### src/core/trap_entry_pkg.sv
// Package with register map, field layout and status defaults for the trap entry logic
package trap_entry_pkg;
    // ========================================
    // Register map (byte offsets)
    localparam logic [7:0] TRAP_TABLE_BASE_OFS = 8'h00;
    localparam logic [7:0] NMI_STATUS_OFS = 8'h04;
    localparam logic [7:0] CONTROL_OFS = 8'h08;
    localparam logic [7:0] INTERRUPT_STACK_OFS = 8'h0c;
    localparam logic [7:0] ENTRY_ADDR_OFS = 8'h10;
    localparam logic [7:0] CAUSE_OFS = 8'h14;
    localparam logic [7:0] STATUS_WORD_OFS = 8'h18;
    localparam logic [7:0] STACK_PTR_OFS = 8'h1c;
    // ========================================
    // Reset values and fields
    localparam logic [31:0] TRAP_TABLE_BASE_RESET = 32'ha0000100;
    localparam int CLASS_SHIFT = 5;
    localparam int NMI_EXT_BIT = 0;
    localparam int NMI_PLL_BIT = 1;
    localparam int NMI_WDT_BIT = 2;
    localparam int CTRL_INIT_PROTECT_BIT = 0;
    localparam int CTRL_IE_BIT = 1;
    localparam int CTRL_IS_BIT = 2;
    localparam logic [1:0] ACCESS_PERM_DEFAULT = 2'h2;
    localparam logic [1:0] PROT_SET_DEFAULT = 2'h0;
    localparam logic [6:0] CALL_DEPTH_DEFAULT = 7'h00;
    localparam logic [15:0] WDT_IDLE_WAKE_MASK = 16'h8000;
    localparam logic [1:0] RESP_OKAY = 2'h0;
    localparam logic [1:0] RESP_SLVERR = 2'h2;

    // ========================================
    // Carriers
    typedef struct packed {
        logic valid;
        logic [7:0] class_number;
        logic [7:0] ident_number;
        logic context_switch;
    } trap_id_t;

    typedef struct packed {
        logic [1:0] access_permission_field;
        logic [1:0] protection_set_select;
        logic interrupt_stack_select;
        logic [6:0] call_depth_counter;
    } status_word_t;

    typedef enum logic [1:0] {
        ST_IDLE = 2'b00,
        ST_SAVE = 2'b01,
        ST_FETCH = 2'b11
    } entry_state_t;
endpackage

### src/core/trap_entry_unit.sv
// Trap entry sequencer with trap table base and non-maskable status register
`timescale 1ns/1ps

// Operation
// - Table base resets to A0000100 hex.
// - Base writable only while init protection open.
// - Entry address is base OR class<<5.
// - Base bit 0 reads zero, ignores writes.
// - Entries eight words apart, never merged.
// - Trap identifier carries class and ident.
// - Save context, clear enable, keep priority.
// - Load status defaults on trap entry.
// - Stack reload from interrupt stack if user.
// - Ident number goes to cause register.
// - Context trap during save preempts interrupt.
// - Status holds pin, lock, watchdog flags.
// - Status read-only, upper bits read zero.
// - Flags ORed into single nonmaskable request.
// - Reading status clears all flags.
// - Pin falling edge sets external flag.
// - Lock loss sets lock loss flag.
// - Watchdog error sets watchdog flag.
// - Idle counter reaching 8000 sets watchdog flag.
module trap_entry_unit
    import trap_entry_pkg::*;
(
    input wire logic aclk,
    input wire logic aresetn,
    // AXI4-Lite slave
    input wire logic [7:0] s_awaddr,
    input wire logic s_awvalid,
    output logic s_awready,
    input wire logic [31:0] s_wdata,
    input wire logic [3:0] s_wstrb,
    input wire logic s_wvalid,
    output logic s_wready,
    output logic [1:0] s_bresp,
    output logic s_bvalid,
    input wire logic s_bready,
    input wire logic [7:0] s_araddr,
    input wire logic s_arvalid,
    output logic s_arready,
    output logic [31:0] s_rdata,
    output logic [1:0] s_rresp,
    output logic s_rvalid,
    input wire logic s_rready,
    // Trap sources
    input wire trap_id_t trap_id,
    input wire logic interrupt_entry,
    input wire logic nmi_pin,
    input wire logic pll_lock_lost,
    input wire logic wdt_error,
    input wire logic cpu_idle,
    input wire logic wdt_enabled,
    input wire logic [15:0] wdt_count,
    // Core side
    output logic save_upper_context,
    output logic fetch_valid,
    output logic [31:0] fetch_addr,
    output logic interrupt_taken,
    output logic interrupt_left_pending,
    output logic nmi_request,
    output logic pll_fallback
);
    // ========================================
    // Registers
    logic [31:0] trap_table_base;
    logic [2:0] nonmaskable_source_status;
    logic init_end_protect;
    logic global_interrupt_enable;
    status_word_t processor_status_word;
    logic [31:0] interrupt_stack_pointer;
    logic [31:0] stack_pointer_reg;
    logic [31:0] cause_data_reg;
    entry_state_t state;
    trap_id_t held_trap;
    logic pin_s1, pin_s2, pin_prev;
    logic [15:0] wdt_count_prev;
    logic aw_held, w_held;
    logic [7:0] aw_addr;
    logic [31:0] w_data;
    logic [3:0] w_strb;

    // ========================================
    // Write channel: address and data in either order
    logic do_write;
    assign do_write = aw_held && w_held && !s_bvalid;

    always_ff @(posedge aclk) begin
        if (!aresetn) begin
            aw_held <= 1'b0;
            w_held <= 1'b0;
            aw_addr <= 8'h00;
            w_data <= 32'h00000000;
            w_strb <= 4'h0;
            s_bvalid <= 1'b0;
            s_bresp <= RESP_OKAY;
            // Readies kept as flops so every port leaves a register
            s_awready <= 1'b1;
            s_wready <= 1'b1;
        end else begin
            if (s_awvalid && s_awready) begin
                aw_held <= 1'b1;
                s_awready <= 1'b0;
                aw_addr <= s_awaddr;
            end
            if (s_wvalid && s_wready) begin
                w_held <= 1'b1;
                s_wready <= 1'b0;
                w_data <= s_wdata;
                w_strb <= s_wstrb;
            end
            if (do_write) begin
                aw_held <= 1'b0;
                w_held <= 1'b0;
                s_awready <= 1'b1;
                s_wready <= 1'b1;
                s_bvalid <= 1'b1;
                case (aw_addr)
                    TRAP_TABLE_BASE_OFS, NMI_STATUS_OFS, CONTROL_OFS,
                    INTERRUPT_STACK_OFS, ENTRY_ADDR_OFS, CAUSE_OFS,
                    STATUS_WORD_OFS, STACK_PTR_OFS: s_bresp <= RESP_OKAY;
                    default: s_bresp <= RESP_SLVERR;
                endcase
            end else if (s_bvalid && s_bready) begin
                s_bvalid <= 1'b0;
            end
        end
    end

    function automatic logic [31:0] merge(input logic [31:0] old, input logic [31:0] nw,
                                          input logic [3:0] strb);
        logic [31:0] r;
        r = old;
        for (int i = 0; i < 4; i++) begin
            if (strb[i]) begin
                r[i*8 +: 8] = nw[i*8 +: 8];
            end
        end
        return r;
    endfunction

    // ========================================
    // Trap table base and control
    always_ff @(posedge aclk) begin
        if (!aresetn) begin
            trap_table_base <= TRAP_TABLE_BASE_RESET;
        end else if (do_write && aw_addr == TRAP_TABLE_BASE_OFS && !init_end_protect) begin
            // gated by init protection; bit 0 forced low
            trap_table_base <= merge(trap_table_base, w_data, w_strb) & ~32'h00000001;
        end
    end

    always_ff @(posedge aclk) begin
        if (!aresetn) begin
            init_end_protect <= 1'b0;
            interrupt_stack_pointer <= 32'h00000000;
        end else if (do_write) begin
            if (aw_addr == CONTROL_OFS && w_strb[0]) begin
                init_end_protect <= w_data[CTRL_INIT_PROTECT_BIT];
            end
            if (aw_addr == INTERRUPT_STACK_OFS) begin
                interrupt_stack_pointer <= merge(interrupt_stack_pointer, w_data, w_strb);
            end
        end
    end

    // ========================================
    // Trap entry sequencer
    always_ff @(posedge aclk) begin
        if (!aresetn) begin
            state <= ST_IDLE;
            held_trap <= '0;
            save_upper_context <= 1'b0;
            fetch_valid <= 1'b0;
            fetch_addr <= 32'h00000000;
            interrupt_taken <= 1'b0;
            interrupt_left_pending <= 1'b0;
        end else begin
            fetch_valid <= 1'b0;
            interrupt_taken <= 1'b0;
            interrupt_left_pending <= 1'b0;
            case (state)
                ST_IDLE: begin
                    if (trap_id.valid) begin
                        held_trap <= trap_id;
                        state <= ST_SAVE;
                        save_upper_context <= 1'b1;
                    end else if (interrupt_entry) begin
                        held_trap <= '0;
                        state <= ST_SAVE;
                        save_upper_context <= 1'b1;
                    end
                end
                ST_SAVE: begin
                    save_upper_context <= 1'b0;
                    state <= ST_FETCH;
                    // context trap during save wins, interrupt stays pending
                    if (!held_trap.valid && trap_id.valid && trap_id.context_switch) begin
                        held_trap <= trap_id;
                        interrupt_left_pending <= 1'b1;
                    end
                end
                ST_FETCH: begin
                    state <= ST_IDLE;
                    if (held_trap.valid) begin
                        fetch_valid <= 1'b1;
                        // base OR shifted class; 8-word spacing, no spans
                        fetch_addr <= trap_table_base |
                            (32'(held_trap.class_number) << CLASS_SHIFT);
                    end else begin
                        interrupt_taken <= 1'b1;
                    end
                end
                default: state <= ST_IDLE;
            endcase
        end
    end

    // Status updates on the trap leg of the fetch step
    logic trap_commit;
    assign trap_commit = (state == ST_FETCH) && held_trap.valid;

    always_ff @(posedge aclk) begin
        if (!aresetn) begin
            global_interrupt_enable <= 1'b0;
        end else if (trap_commit) begin
            global_interrupt_enable <= 1'b0;
        end else if (do_write && aw_addr == CONTROL_OFS && w_strb[0]) begin
            global_interrupt_enable <= w_data[CTRL_IE_BIT];
        end
    end

    always_ff @(posedge aclk) begin
        if (!aresetn) begin
            processor_status_word <= '0;
            stack_pointer_reg <= 32'h00000000;
            cause_data_reg <= 32'h00000000;
        end else if (trap_commit) begin
            processor_status_word.access_permission_field <= ACCESS_PERM_DEFAULT;
            processor_status_word.protection_set_select <= PROT_SET_DEFAULT;
            processor_status_word.interrupt_stack_select <= 1'b1;
            processor_status_word.call_depth_counter <= CALL_DEPTH_DEFAULT;
            // only when coming from the user stack
            if (!processor_status_word.interrupt_stack_select) begin
                stack_pointer_reg <= interrupt_stack_pointer;
            end
            cause_data_reg <= {24'h000000, held_trap.ident_number};
        end else if (do_write && aw_addr == CONTROL_OFS && w_strb[0]) begin
            processor_status_word.interrupt_stack_select <= w_data[CTRL_IS_BIT];
        end else if (do_write && aw_addr == STACK_PTR_OFS) begin
            stack_pointer_reg <= merge(stack_pointer_reg, w_data, w_strb);
        end
    end

    // ========================================
    // Nonmaskable sources
    always_ff @(posedge aclk) begin
        if (!aresetn) begin
            pin_s1 <= 1'b1;
            pin_s2 <= 1'b1;
            pin_prev <= 1'b1;
            wdt_count_prev <= 16'h0000;
        end else begin
            pin_s1 <= nmi_pin;
            pin_s2 <= pin_s1;
            pin_prev <= pin_s2;
            wdt_count_prev <= wdt_count;
        end
    end

    logic ext_event, wdt_event, status_read;
    assign ext_event = pin_prev && !pin_s2;
    // watchdog error; idle wake on bit 15 rising
    assign wdt_event = wdt_error || (cpu_idle && wdt_enabled &&
        ((wdt_count & WDT_IDLE_WAKE_MASK) != 16'h0000) &&
        ((wdt_count_prev & WDT_IDLE_WAKE_MASK) == 16'h0000));
    assign status_read = s_arvalid && s_arready && s_araddr == NMI_STATUS_OFS;

    always_ff @(posedge aclk) begin
        if (!aresetn) begin
            nonmaskable_source_status <= 3'h0;
        end else begin
            // read clears all; new events win over the clear
            if (status_read) begin
                nonmaskable_source_status <= 3'h0;
            end
            if (ext_event) begin
                nonmaskable_source_status[NMI_EXT_BIT] <= 1'b1;
            end
            if (pll_lock_lost) begin
                nonmaskable_source_status[NMI_PLL_BIT] <= 1'b1;
            end
            if (wdt_event) begin
                nonmaskable_source_status[NMI_WDT_BIT] <= 1'b1;
            end
        end
    end

    always_ff @(posedge aclk) begin
        if (!aresetn) begin
            nmi_request <= 1'b0;
            pll_fallback <= 1'b0;
        end else begin
            // one request while any flag set; extra flags add nothing
            nmi_request <= |nonmaskable_source_status;
            // clock loop drops toward base frequency
            pll_fallback <= nonmaskable_source_status[NMI_PLL_BIT];
        end
    end

    // ========================================
    // Read channel, one cycle latency
    always_ff @(posedge aclk) begin
        if (!aresetn) begin
            s_arready <= 1'b1;
            s_rvalid <= 1'b0;
            s_rdata <= 32'h00000000;
            s_rresp <= RESP_OKAY;
        end else if (s_arvalid && s_arready) begin
            s_arready <= 1'b0;
            s_rvalid <= 1'b1;
            s_rresp <= RESP_OKAY;
            case (s_araddr)
                TRAP_TABLE_BASE_OFS: s_rdata <= trap_table_base;
                NMI_STATUS_OFS: s_rdata <= {29'h00000000, nonmaskable_source_status};
                CONTROL_OFS: s_rdata <= {29'h00000000,
                    processor_status_word.interrupt_stack_select,
                    global_interrupt_enable, init_end_protect};
                INTERRUPT_STACK_OFS: s_rdata <= interrupt_stack_pointer;
                ENTRY_ADDR_OFS: s_rdata <= fetch_addr;
                CAUSE_OFS: s_rdata <= cause_data_reg;
                STATUS_WORD_OFS: s_rdata <= {20'h00000, processor_status_word};
                STACK_PTR_OFS: s_rdata <= stack_pointer_reg;
                default: begin
                    s_rdata <= 32'h00000000;
                    s_rresp <= RESP_SLVERR;
                end
            endcase
        end else if (s_rvalid && s_rready) begin
            s_arready <= 1'b1;
            s_rvalid <= 1'b0;
        end
    end

    // ========================================
    // Elaboration checks on the package
    // Handler entries must stay on even bytes
    if (TRAP_TABLE_BASE_RESET[0] != 1'b0) begin : g_base_align_chk
        $error("table base default must be even");
    end
    // Three flags live in a three-bit register
    if (NMI_EXT_BIT > 2 || NMI_PLL_BIT > 2 || NMI_WDT_BIT > 2) begin : g_flag_pos_chk
        $error("status flag outside the three-bit register");
    end
    // Idle wake watches one counter bit only
    if ($countones(WDT_IDLE_WAKE_MASK) != 1) begin : g_wake_mask_chk
        $error("idle wake mask must hold one bit");
    end
    // Status word read pads twelve bits to a full word
    if ($bits(status_word_t) != 12) begin : g_psw_width_chk
        $error("status word no longer twelve bits");
    end
endmodule

### config.mk
export PLATFORM = sky130hd
export DESIGN_NAME = trap_entry_unit
export DESIGN_NICKNAME = d
export VERILOG_FILES = /design/src/core/trap_entry_pkg.sv /design/src/core/trap_entry_unit.sv
export SDC_FILE = /design/constraint.sdc
export NUM_CORES = 1
export LEC_CHECK = 0
export ABC_AREA = 1
export CORE_MARGIN = 1
export CORE_UTILIZATION = 55
export DETAILED_ROUTE_END_ITERATION = 8
export DONT_BUFFER_PORTS = 1
export PLACE_DENSITY = 0.69
export SYNTH_ARGS = -nofsm -noshare
export SYNTH_HDL_FRONTEND = slang
export SYNTH_SLANG_ARGS = --single-unit
### constraint.sdc
create_clock -name aclk -period 1.8 [get_ports aclk]
set_clock_uncertainty 0.15 [all_clocks]
set_input_delay 0.36 -clock aclk [delete_from_list [all_inputs] [get_ports aclk]]
set_output_delay 0.36 -clock aclk [all_outputs]
set_load 0.02 [all_outputs]
; Word level (Yosys, flattened, before mapping)
; Memory sizes are Yosys's and may differ from the RTL's. A register that Yosys moved wholly into a read port is not among the register bits.
; Cells that the tools add are included.
[totals]
output_inout_bits = 79
word_cells = 170
reg_bits = 273
memories = 1
rom_bits = 32
[mem_list]
columns = name, words, width, rd, rd_ports_with_merged_regs, write_ports, line
row1 = (no name shown), 32, 1, 1, 1, 0, trap_entry_unit.sv:119  ; case (aw_addr)
[classes]
bitwise_logic = 2
reduce_logical = 65
eq_ne = 16
muxes = 38
[ops]
columns = op, count
row1 = 32-bit case mux with 8 select lines, 1
row2 = 32-bit two-way mux, 4
row3 = 18-bit two-way mux, 3
row4 = 8-bit by 5-bit equality test with 1-bit output (second input constant), 5
row5 = 18-bit case mux with 2 select lines, 1
row6 = 8-bit by 4-bit equality test with 1-bit output (second input constant), 4
row7 = 8-bit two-way mux, 4
row8 = 32-bit by 13-bit bitwise OR with 32-bit output, 1
row9 = 2-bit nonzero test, 12
row10 = 1-bit logical AND, 21
row11 = 2-bit AND reduction, 9
row12 = 16-bit logical NOT, 1
row13 = 8-bit logical NOT, 2
row14 = 1-bit two-way mux, 16
row15 = 4-bit AND reduction, 4
row16 = 3-bit AND reduction, 5
row17 = 5-bit two-way mux, 2
row18 = 8-bit by 3-bit equality test with 1-bit output (second input constant), 1
row19 = 2-bit two-way mux, 4
row20 = 8-bit OR reduction, 1
row21 = 2-bit inequality test (second input constant), 3
row22 = 1-bit logical NOT, 4
row23 = 2-bit case mux with 2 select lines, 1
row24 = 2-bit OR reduction, 2
row25 = other kinds (10), 10

; Depth between registers and ports, before layout
; Gate-level depths: netlist of the first run.
[logic_depth]
word_depth = 6
mapped_depth = 11
ltp_nobuf = 9

; Worst setup path after synthesis of the first run
; Ideal clock, no wire load.
[synth_path]
path_kind = reg-to-reg
start = register s_bvalid
end = register stack_pointer_reg[6]
path_stages_with_launch = 10
t_arrival_ps = 1360
n_path_buf = 1
synth_period_minus_slack_ps = 1622
path_slack_ps = 178
cell_sequence = dfxtp_1 > inv_1 > nand3_1 > inv_1 > nand3_4 > a21oi_4 > buf_6 > nand2_1 > nand2_1 > nor2_1
[synth_between]
elab_chain_cells = 6
word_cells_on_any_way = 8
cone_classes = eq/ne (1) / reduce/logical (7)
[synth_lines]
columns = element, line
row1 = "start, declared", trap_entry_unit.sv:38  ; output logic s_bvalid,
row2 = "start signal, assigned", trap_entry_unit.sv:96  ; s_bvalid <= 1'b0;
row3 = "start signal, assigned", trap_entry_unit.sv:118  ; s_bvalid <= 1'b1;
row4 = "start signal, assigned", trap_entry_unit.sv:126  ; s_bvalid <= 1'b0;
row5 = 1-bit logical NOT *, trap_entry_unit.sv:87  ; assign do_write = aw_held && w_held && !s_bvalid;
row6 = 1-bit logical AND *, trap_entry_unit.sv:87
row7 = 1-bit logical AND (2 in series), trap_entry_unit.sv:249  ; end else if (do_write && aw_addr == CONTROL_OFS && w_strb[0]) begin
row8 = 2-bit inequality test (no source line), n/a
row9 = 4-bit AND reduction (no source line) *, n/a
row10 = "end signal, assigned", trap_entry_unit.sv:246  ; stack_pointer_reg <= interrupt_stack_pointer;
row11 = "end signal, assigned", trap_entry_unit.sv:252  ; stack_pointer_reg <= merge(stack_pointer_reg, w_data, w_strb);
row12 = "end, declared", trap_entry_unit.sv:73  ; logic [31:0] stack_pointer_reg;
; Every way passes the cells marked *; elsewhere a longest branch is shown, timed or not.
; A chain may end at the register's enable or synchronous reset.

; Final worst setup path of the first run
[layout_path]
start = register s_arready
end = register s_rresp[1]
[layout_between]
elab_chain_cells = 1
[layout_lines]
columns = element, line
row1 = "start, declared", trap_entry_unit.sv:42  ; output logic s_arready,
row2 = "start signal, assigned", trap_entry_unit.sv:316  ; s_arready <= 1'b1;
row3 = "start signal, assigned", trap_entry_unit.sv:321  ; s_arready <= 1'b0;
row4 = "start signal, assigned", trap_entry_unit.sv:341  ; s_arready <= 1'b1;
row5 = 1-bit logical AND, trap_entry_unit.sv:320  ; end else if (s_arvalid && s_arready) begin
row6 = "end signal, assigned", trap_entry_unit.sv:319  ; s_rresp <= RESP_OKAY;
row7 = "end signal, assigned", trap_entry_unit.sv:323  ; s_rresp <= RESP_OKAY;
row8 = "end signal, assigned", trap_entry_unit.sv:337  ; s_rresp <= RESP_SLVERR;
row9 = "end, declared", trap_entry_unit.sv:44  ; output logic [1:0] s_rresp,
; No other way between the ends.

==> results of run 1 <==
[worst max-delay path, stage by stage, from the launching register on]
cell and delay (ps):
dfxtp_1 310, nand2_1 130, inv_1 90, buf_6 130, o21ai_0 210, dlygate4sd3_1 600, a41oi_1 40
[logic make-up (layout without fill, tap and decap cells)]
logic type,after synthesis,in the layout
flops,256,256
simple gates,531,531
compound gates,411,411
buf+inv,245,364
other cells,1,3
[layout by cell type, fill, tap and decap left out, types with 27 or more instances in the layout]
cell	Yosys	routed
inv_1	155	152
o21ai_1	18	29
a21oi_1	125	125
dlygate4sd3_1	0	79
clkbuf_16	0	27
buf_4	5	55
o21ai_0	232	219
nand3_1	116	111
nand2_1	221	216
nor2_1	167	155
dfxtp_1	256	252
[power by group through the flow]
stage	combinational (W)	sequential, W	clock, W
after floorplan	0.000609	0.00607	0
after global placement	0.000800	0.00611	0
after detailed placement	0.000815	0.00612	0
after CTS	0.000989	0.00600	0.00583
after global routing	0.00115	0.00603	0.00612
final	0.00104	0.00601	0.00578
[timing repair]
| action | in CTS | in global routing |
|---|---|---|
| pin swaps | 3 | 6 |
| buffers inserted | 6 | 4 |
| resized for setup | 6 | 47 |
| hold endpoints to repair | 171 | 99 |
| setup endpoints to repair | 65 | 114 |
[cell type report]
class                      instances  area share
tap                              234     0.02238
inverter                         161     0.04658
timing repair buffer             154      0.1193
clock inverter                    10     0.01195
multi-input combinational        945      0.3488
sequential                       256      0.3921
clock buffer                      39     0.05891
[layer usage]
layer  GRT usage  vias to the layer above  share of wire
met3     0.04518                       39          0.073
li1            -                     4921              -
met1      0.4227                     4500           0.47
met2      0.4771                      373           0.44
met5           0                        -              0
met4     0.06407                        0          0.016
[path summary, 6_finish.rpt]
kind | from | end | slack, ps | cells after the start
worst min-delay path | aresetn | stack_pointer_reg[2]$_SDFFE_PN0P_ | -180 | 2
worst min register to register | pin_s1$_SDFF_PN1_ | pin_s2$_SDFF_PN1_ | 270 | 1
worst max-delay path | s_arready$_SDFFE_PN1P_ | s_rresp[1]$_SDFFE_PN0P_ | 30 | 6
worst max register to register | s_arready$_SDFFE_PN1P_ | s_rresp[1]$_SDFFE_PN0P_ | 30 | 6
[stage by stage]
step	total power, W	setup TNS (ps)	cells	cell area, um^2
after floorplan	0.006684	0	1446	10600
after global placement	0.006912	-471.0	1661	11140
after detailed placement	0.006934	-2981	1661	11140
after CTS	0.01282	0	1795	12950
after global routing	0.01330	-75.54	1799	13080
final	0.01283	0	1799	13080
==> flow_summary.ini, run 1 <==
[die]
die_w_um = 140.8
io_pins = 178
rows = 50
die_h_um = 140.8
floorplan.initialDensity = 0.5643
dieArea_um2 = 19820
core_region_area_um2 = 18770

[global_route]
grt_pass1_vias = 8922
grt_max_degree = 151
track_usage = 0.2973
grt_overflow = 0
grt_pass1_wl_mm = 46.95
grt_antenna_before_repair = 0

[pwr]
max-vdd-ir-drop_uv = 671.6
power.density_nw_per_um2 = 980.8
p_leak_nw = 4.990
swShare = 0.2333
clkPwrFrac = 0.450
p_int_w = 0.009838
power_frac_comb = 0.081
p_sw_w = 0.002993
seq_power_share = 0.469

[yosys]
yosys-top-cells-count = 256 x dfxtp_1, 232 x o21ai_0, 221 x nand2_1, 167 x nor2_1, 155 x inv_1
synthSimpleGateAreaFrac = 0.2165
syn_area_um2 = 10590
synth_top_family_by_area = simple AND/OR/NAND/NOR gates
synth_edf_count = 0
synth_area_leaders = dfxtp_1 48%, o21ai_0 11%, nand2_1 7.8%
yosysWarnings = 0
yosysMostFrequentCell = dfxtp_1
synth_cells = 1444
post_synth.cell_area_avg_um2 = 7.335
yosysTopAreaCell = dfxtp_1
synthMuxAreaShare = 0
ys_seq_area_frac = 0.4839
synthDistinctLibCells = 41
synth_compound_area_frac = 0.2038
async_flop_share = 0
synth_adder_area_share = 0
synth-xor-area-share = 0
ys_dominant_reg_cell = dfxtp_1
synth_top_area_share = 0.4839
ys_seq_elements = 256

[clock_tree]
h-tree-depth = 1
clockBufferDepth = 3
cts.sink_count = 256
cts_tree = done
insertion_delay_ps = 520
cts_buffers = 27
clk_transition_reported_paths_ps = 60
hold_buffers = 79
root_buffer = clkbuf_16

[timing]
post-route-period-util = 0.9854
fmax_mhz = 563.8
tightest_slew_ps = 540.7
maxSlewViolCount = 0
fin_ws_ps = 26.20
relSlewSlack = 0.6390
hold_viol_final = 98
setup_violations = 0
fin_crit_ps = 1774
holdWs_ps = -179.9

[placement]
dpl_worst_slack_ps = -98.08
port_buffers = 0
hpwl_mm = 19.32
place.gp.congestion = 0.8441

[detailed_routing]
first_pass_iters = 5
avgRoutedWirePerCell_um = 16.52
drtAntennaViolNets = 0
vias_per_cell = 5.466
first_iter_violations = 773
vias = 9833
drcViolationCount = 0
finalWirelength_mm = 29.73

[status]
outcome = finished, violations left
violations = hold timing

[finish]
area_growth_pct = 23.52
seqCellArea_um2 = 5130
fillers = 1566
drive_above_1_share = 0.1163
antenna_cells = 0
nets = 1644
multi_input_area_um2 = 4563
fin_util = 0.6971

[critical_path]
critPathKind = flop to flop
crit_path_max_fanout = 3
start_kind = flop
worstPathArrival_ps = 2020
required_ps = 2050
cp-end-kind = flop

[min_path]
hold_class = input pin to flop

[run]
cap_violations = 0
Note: power is estimated with default switching activity, not from simulation.
==> run 2: changes to the inputs <==
--- a/config.mk
+++ b/config.mk
@@ -5,9 +5,9 @@
 export SDC_FILE = /design/constraint.sdc
 export NUM_CORES = 1
 export LEC_CHECK = 0
-export ABC_AREA = 1
 export CORE_MARGIN = 1
 export CORE_UTILIZATION = 55
+export CTS_BUF_LIST = sky130_fd_sc_hd__clkbuf_4 sky130_fd_sc_hd__clkbuf_8
 export DETAILED_ROUTE_END_ITERATION = 8
 export DONT_BUFFER_PORTS = 1
 export PLACE_DENSITY = 0.69
==> run 2 against run 1 <==
The flow finishes with violations (setup timing). Total power shrank 2.2%. Final cell count is 11% lower. Setup slack got worse by 170 ps. Clock power shrank 3%. Global-route usage grew 2.6 points. Non-clock buffer count up 2. Sequential cell count did not move. Sequential share of layout area shrank 0.52 points. Utilization rose by 0.67 points. First-iteration DRC count is 0.26% higher. Die area up 0.37%.
==> flow_summary.ini, run 2 <==
[pwr]
seq_power_share = 0.473
power_frac_comb = 0.080
max-vdd-ir-drop_uv = 686.4
swShare = 0.2422
power.density_nw_per_um2 = 947.2
p_leak_nw = 4.933
p_int_w = 0.009512
p_sw_w = 0.003039
clkPwrFrac = 0.447

[status]
violations = setup timing
outcome = finished, violations left

[timing]
holdWs_ps = 18.73
fin_ws_ps = -140.6
tightest_slew_ps = 712.4
post-route-period-util = 1.078
grt_setup_unrepaired = true
fin_crit_ps = 1941
fmax_mhz = 515.3
maxSlewViolCount = 0
relSlewSlack = 0.5233
setup_violations = 56
hold_viol_final = 0

[yosys]
yosysMostFrequentCell = dfxtp_1
yosysWarnings = 0
ys_seq_elements = 256
synth_top_area_share = 0.4821
synth-xor-area-share = 0
synth_cells = 1214
ys_seq_area_frac = 0.4821
syn_area_um2 = 10630
synthSimpleGateAreaFrac = 0.1845
synth_compound_area_frac = 0.1843
synthDistinctLibCells = 52
ys_dominant_reg_cell = dfxtp_1
async_flop_share = 0
yosysTopAreaCell = dfxtp_1
synth_adder_area_share = 0
synth_top_family_by_area = simple AND/OR/NAND/NOR gates
synth_edf_count = 0
post_synth.cell_area_avg_um2 = 8.757
synth_area_leaders = dfxtp_1 48%, nand2_1 8.4%, mux2i_1 7.2%
yosys-top-cells-count = 256 x dfxtp_1, 238 x nand2_1, 133 x a21oi_1, 86 x clkbuf_1, 77 x mux2i_1
synthMuxAreaShare = 0.1085

[die]
floorplan.initialDensity = 0.5646
die_h_um = 141.0
die_w_um = 141.0
io_pins = 178
core_region_area_um2 = 18830
dieArea_um2 = 19890
rows = 50

[global_route]
grt_antenna_before_repair = 3
grt_pass1_vias = 9500
met1_usage = 0.3860
track_usage = 0.3234
grt_pass1_wl_mm = 50.47
use_met2 = 0.5378
grt_util_met3 = 0.08322
grt_max_degree = 99
grt_overflow = 0
grt_busiest_layer = met2

[placement]
hpwl_mm = 19.01
place.gp.congestion = 0.9076
port_buffers = 0
placed_cell_area_um2 = 11290
place_inst = 1438
dpl_worst_slack_ps = -199.6

[detailed_routing]
first_iter_violations = 775
finalWirelength_mm = 32.66
vias = 9691
drtAntennaViolNets = 0
vias_per_cell = 6.030
drcViolationCount = 0
avgRoutedWirePerCell_um = 20.32
first_pass_iters = 5

[clock_tree]
h-tree-depth = 2
cts_tree = done
clk_transition_reported_paths_ps = 60
clockBufferDepth = 3
insertion_delay_ps = 550
root_buffer = clkbuf_8
cts_buffers = 44
cts.sink_count = 256

[finish]
area_growth_pct = 24.64
fin_area_um2 = 13250
fillers = 1417
final_common_cell = dfxtp_1
drive_above_1_share = 0.1546
layout_common_cells = 254 x dfxtp_1, 238 x nand2_1, 133 x a21oi_1
fin_cells = 1607
multi_input_area_um2 = 5171
seqCellArea_um2 = 5127
nets = 1415

[critical_path]
critPathKind = flop to flop
crit_path_top_delay_cell = or3_4
worstPathArrival_ps = 2190
crit_family = simple AND/OR/NAND/NOR gates
start_kind = flop
crit_chain = or3_4 > nor4_4 > buf_4 > a41oi_4 > mux2i_1
crit_path_max_fanout = 8
crit_buf_inv = 1
required_ps = 2050
cpPeakStageDelay_ps = 410
cp-end-kind = flop

[run]
cap_violations = 0

[min_path]
hold_class = input pin to flop
-- run 2: cell count changes in the layout (fill, tap and decap cells not counted), sizes merged, moves of 9 or more --
cell / before / now
o21ai: 255 / 39
mux2i: 0 / 77
mux2: 0 / 34
nor2: 175 / 62
a22o: 5 / 33
nand2: 223 / 238
nor3: 3 / 26
a22oi: 0 / 54
inv: 161 / 6
nand3: 119 / 60
nand2b: 0 / 9
clkbuf: 39 / 68
-- run 2: worst paths after layout --
path / depth (start not counted) / slack (ps) / from / endpoint
worst max register to register: 5 / -140 / aw_addr[6]$_SDFFE_PN0N_ / stack_pointer_reg[5]$_SDFFE_PN0P_
worst max-delay path: 5 / -140 / aw_addr[6]$_SDFFE_PN0N_ / stack_pointer_reg[5]$_SDFFE_PN0P_
worst min register to register: 2 / 310 / held_trap[5]$_SDFFE_PN0P_ / held_trap[5]$_SDFFE_PN0P_
worst min-delay path: 3 / 20 / s_araddr[3] / s_rdata[2]$_SDFFE_PN0P_
-- run 2: cell families after synthesis --
family                 count (synthesis)
AO/OA/AOI/OAI                        304
buffers and inverters                108
flip-flops                           256
multiplexers                         111
other                                  1
AND/OR/NAND/NOR                      434
-- run 2: what timing repair did --
item | in CTS | in global routing
pin swaps | 8 | 5
cloned | 0 | 3
hold endpoints to repair | 123 | 1
setup buffers | 1 | 2
resized for setup | 3 | 28
setup endpoints to repair | 56 | 102
hold buffers | 86 | 1
-- run 2: power groups by stage --
stage               clock network [W]  logic (W)  registers (W)
floorplan                           0   0.000538        0.00602
global placement                    0   0.000746        0.00605
detailed placement                  0   0.000756        0.00606
CTS                           0.00566   0.000951        0.00593
global route                  0.00599    0.00107        0.00595
finish                        0.00561    0.00100        0.00594
-- run 2: tightest hold or removal path, stage by stage --
cell and delay [ps]:
o2bb2ai_1 40, a32oi_1 150, a311oi_1 100
-- run 2: metal layers --
metal  share of wire  wire (um)
met2            0.48      15700
met1            0.40      12980
met5         0.00040         13
met3           0.079       2591
met4           0.042       1371
-- run 2: cell type report --
| cell class | count | share of cell area |
|---|---|---|
| Timing Repair Buffer | 156 | 0.1245 |
| Antenna cell | 2 | 0.0003777 |
| Clock buffer | 65 | 0.06373 |
| Multi-Input combinational cell | 852 | 0.3902 |
| Sequential cell | 256 | 0.3869 |
| Inverter | 6 | 0.001888 |
| Tap cell | 260 | 0.02455 |
| Clock inverter | 10 | 0.007742 |
-- run 2: stage by stage --
stage          utilization  total power (W)  TNS, ps
2_1_floorplan            -         0.006557   -11580
6_report            0.7037          0.01255    -4530
3_5_place_dp        0.5993         0.006811    -9310
3_3_place_gp        0.5993         0.006797    -8681
4_1_cts             0.6979          0.01254    -1702
5_1_grt             0.7037          0.01300    -7001
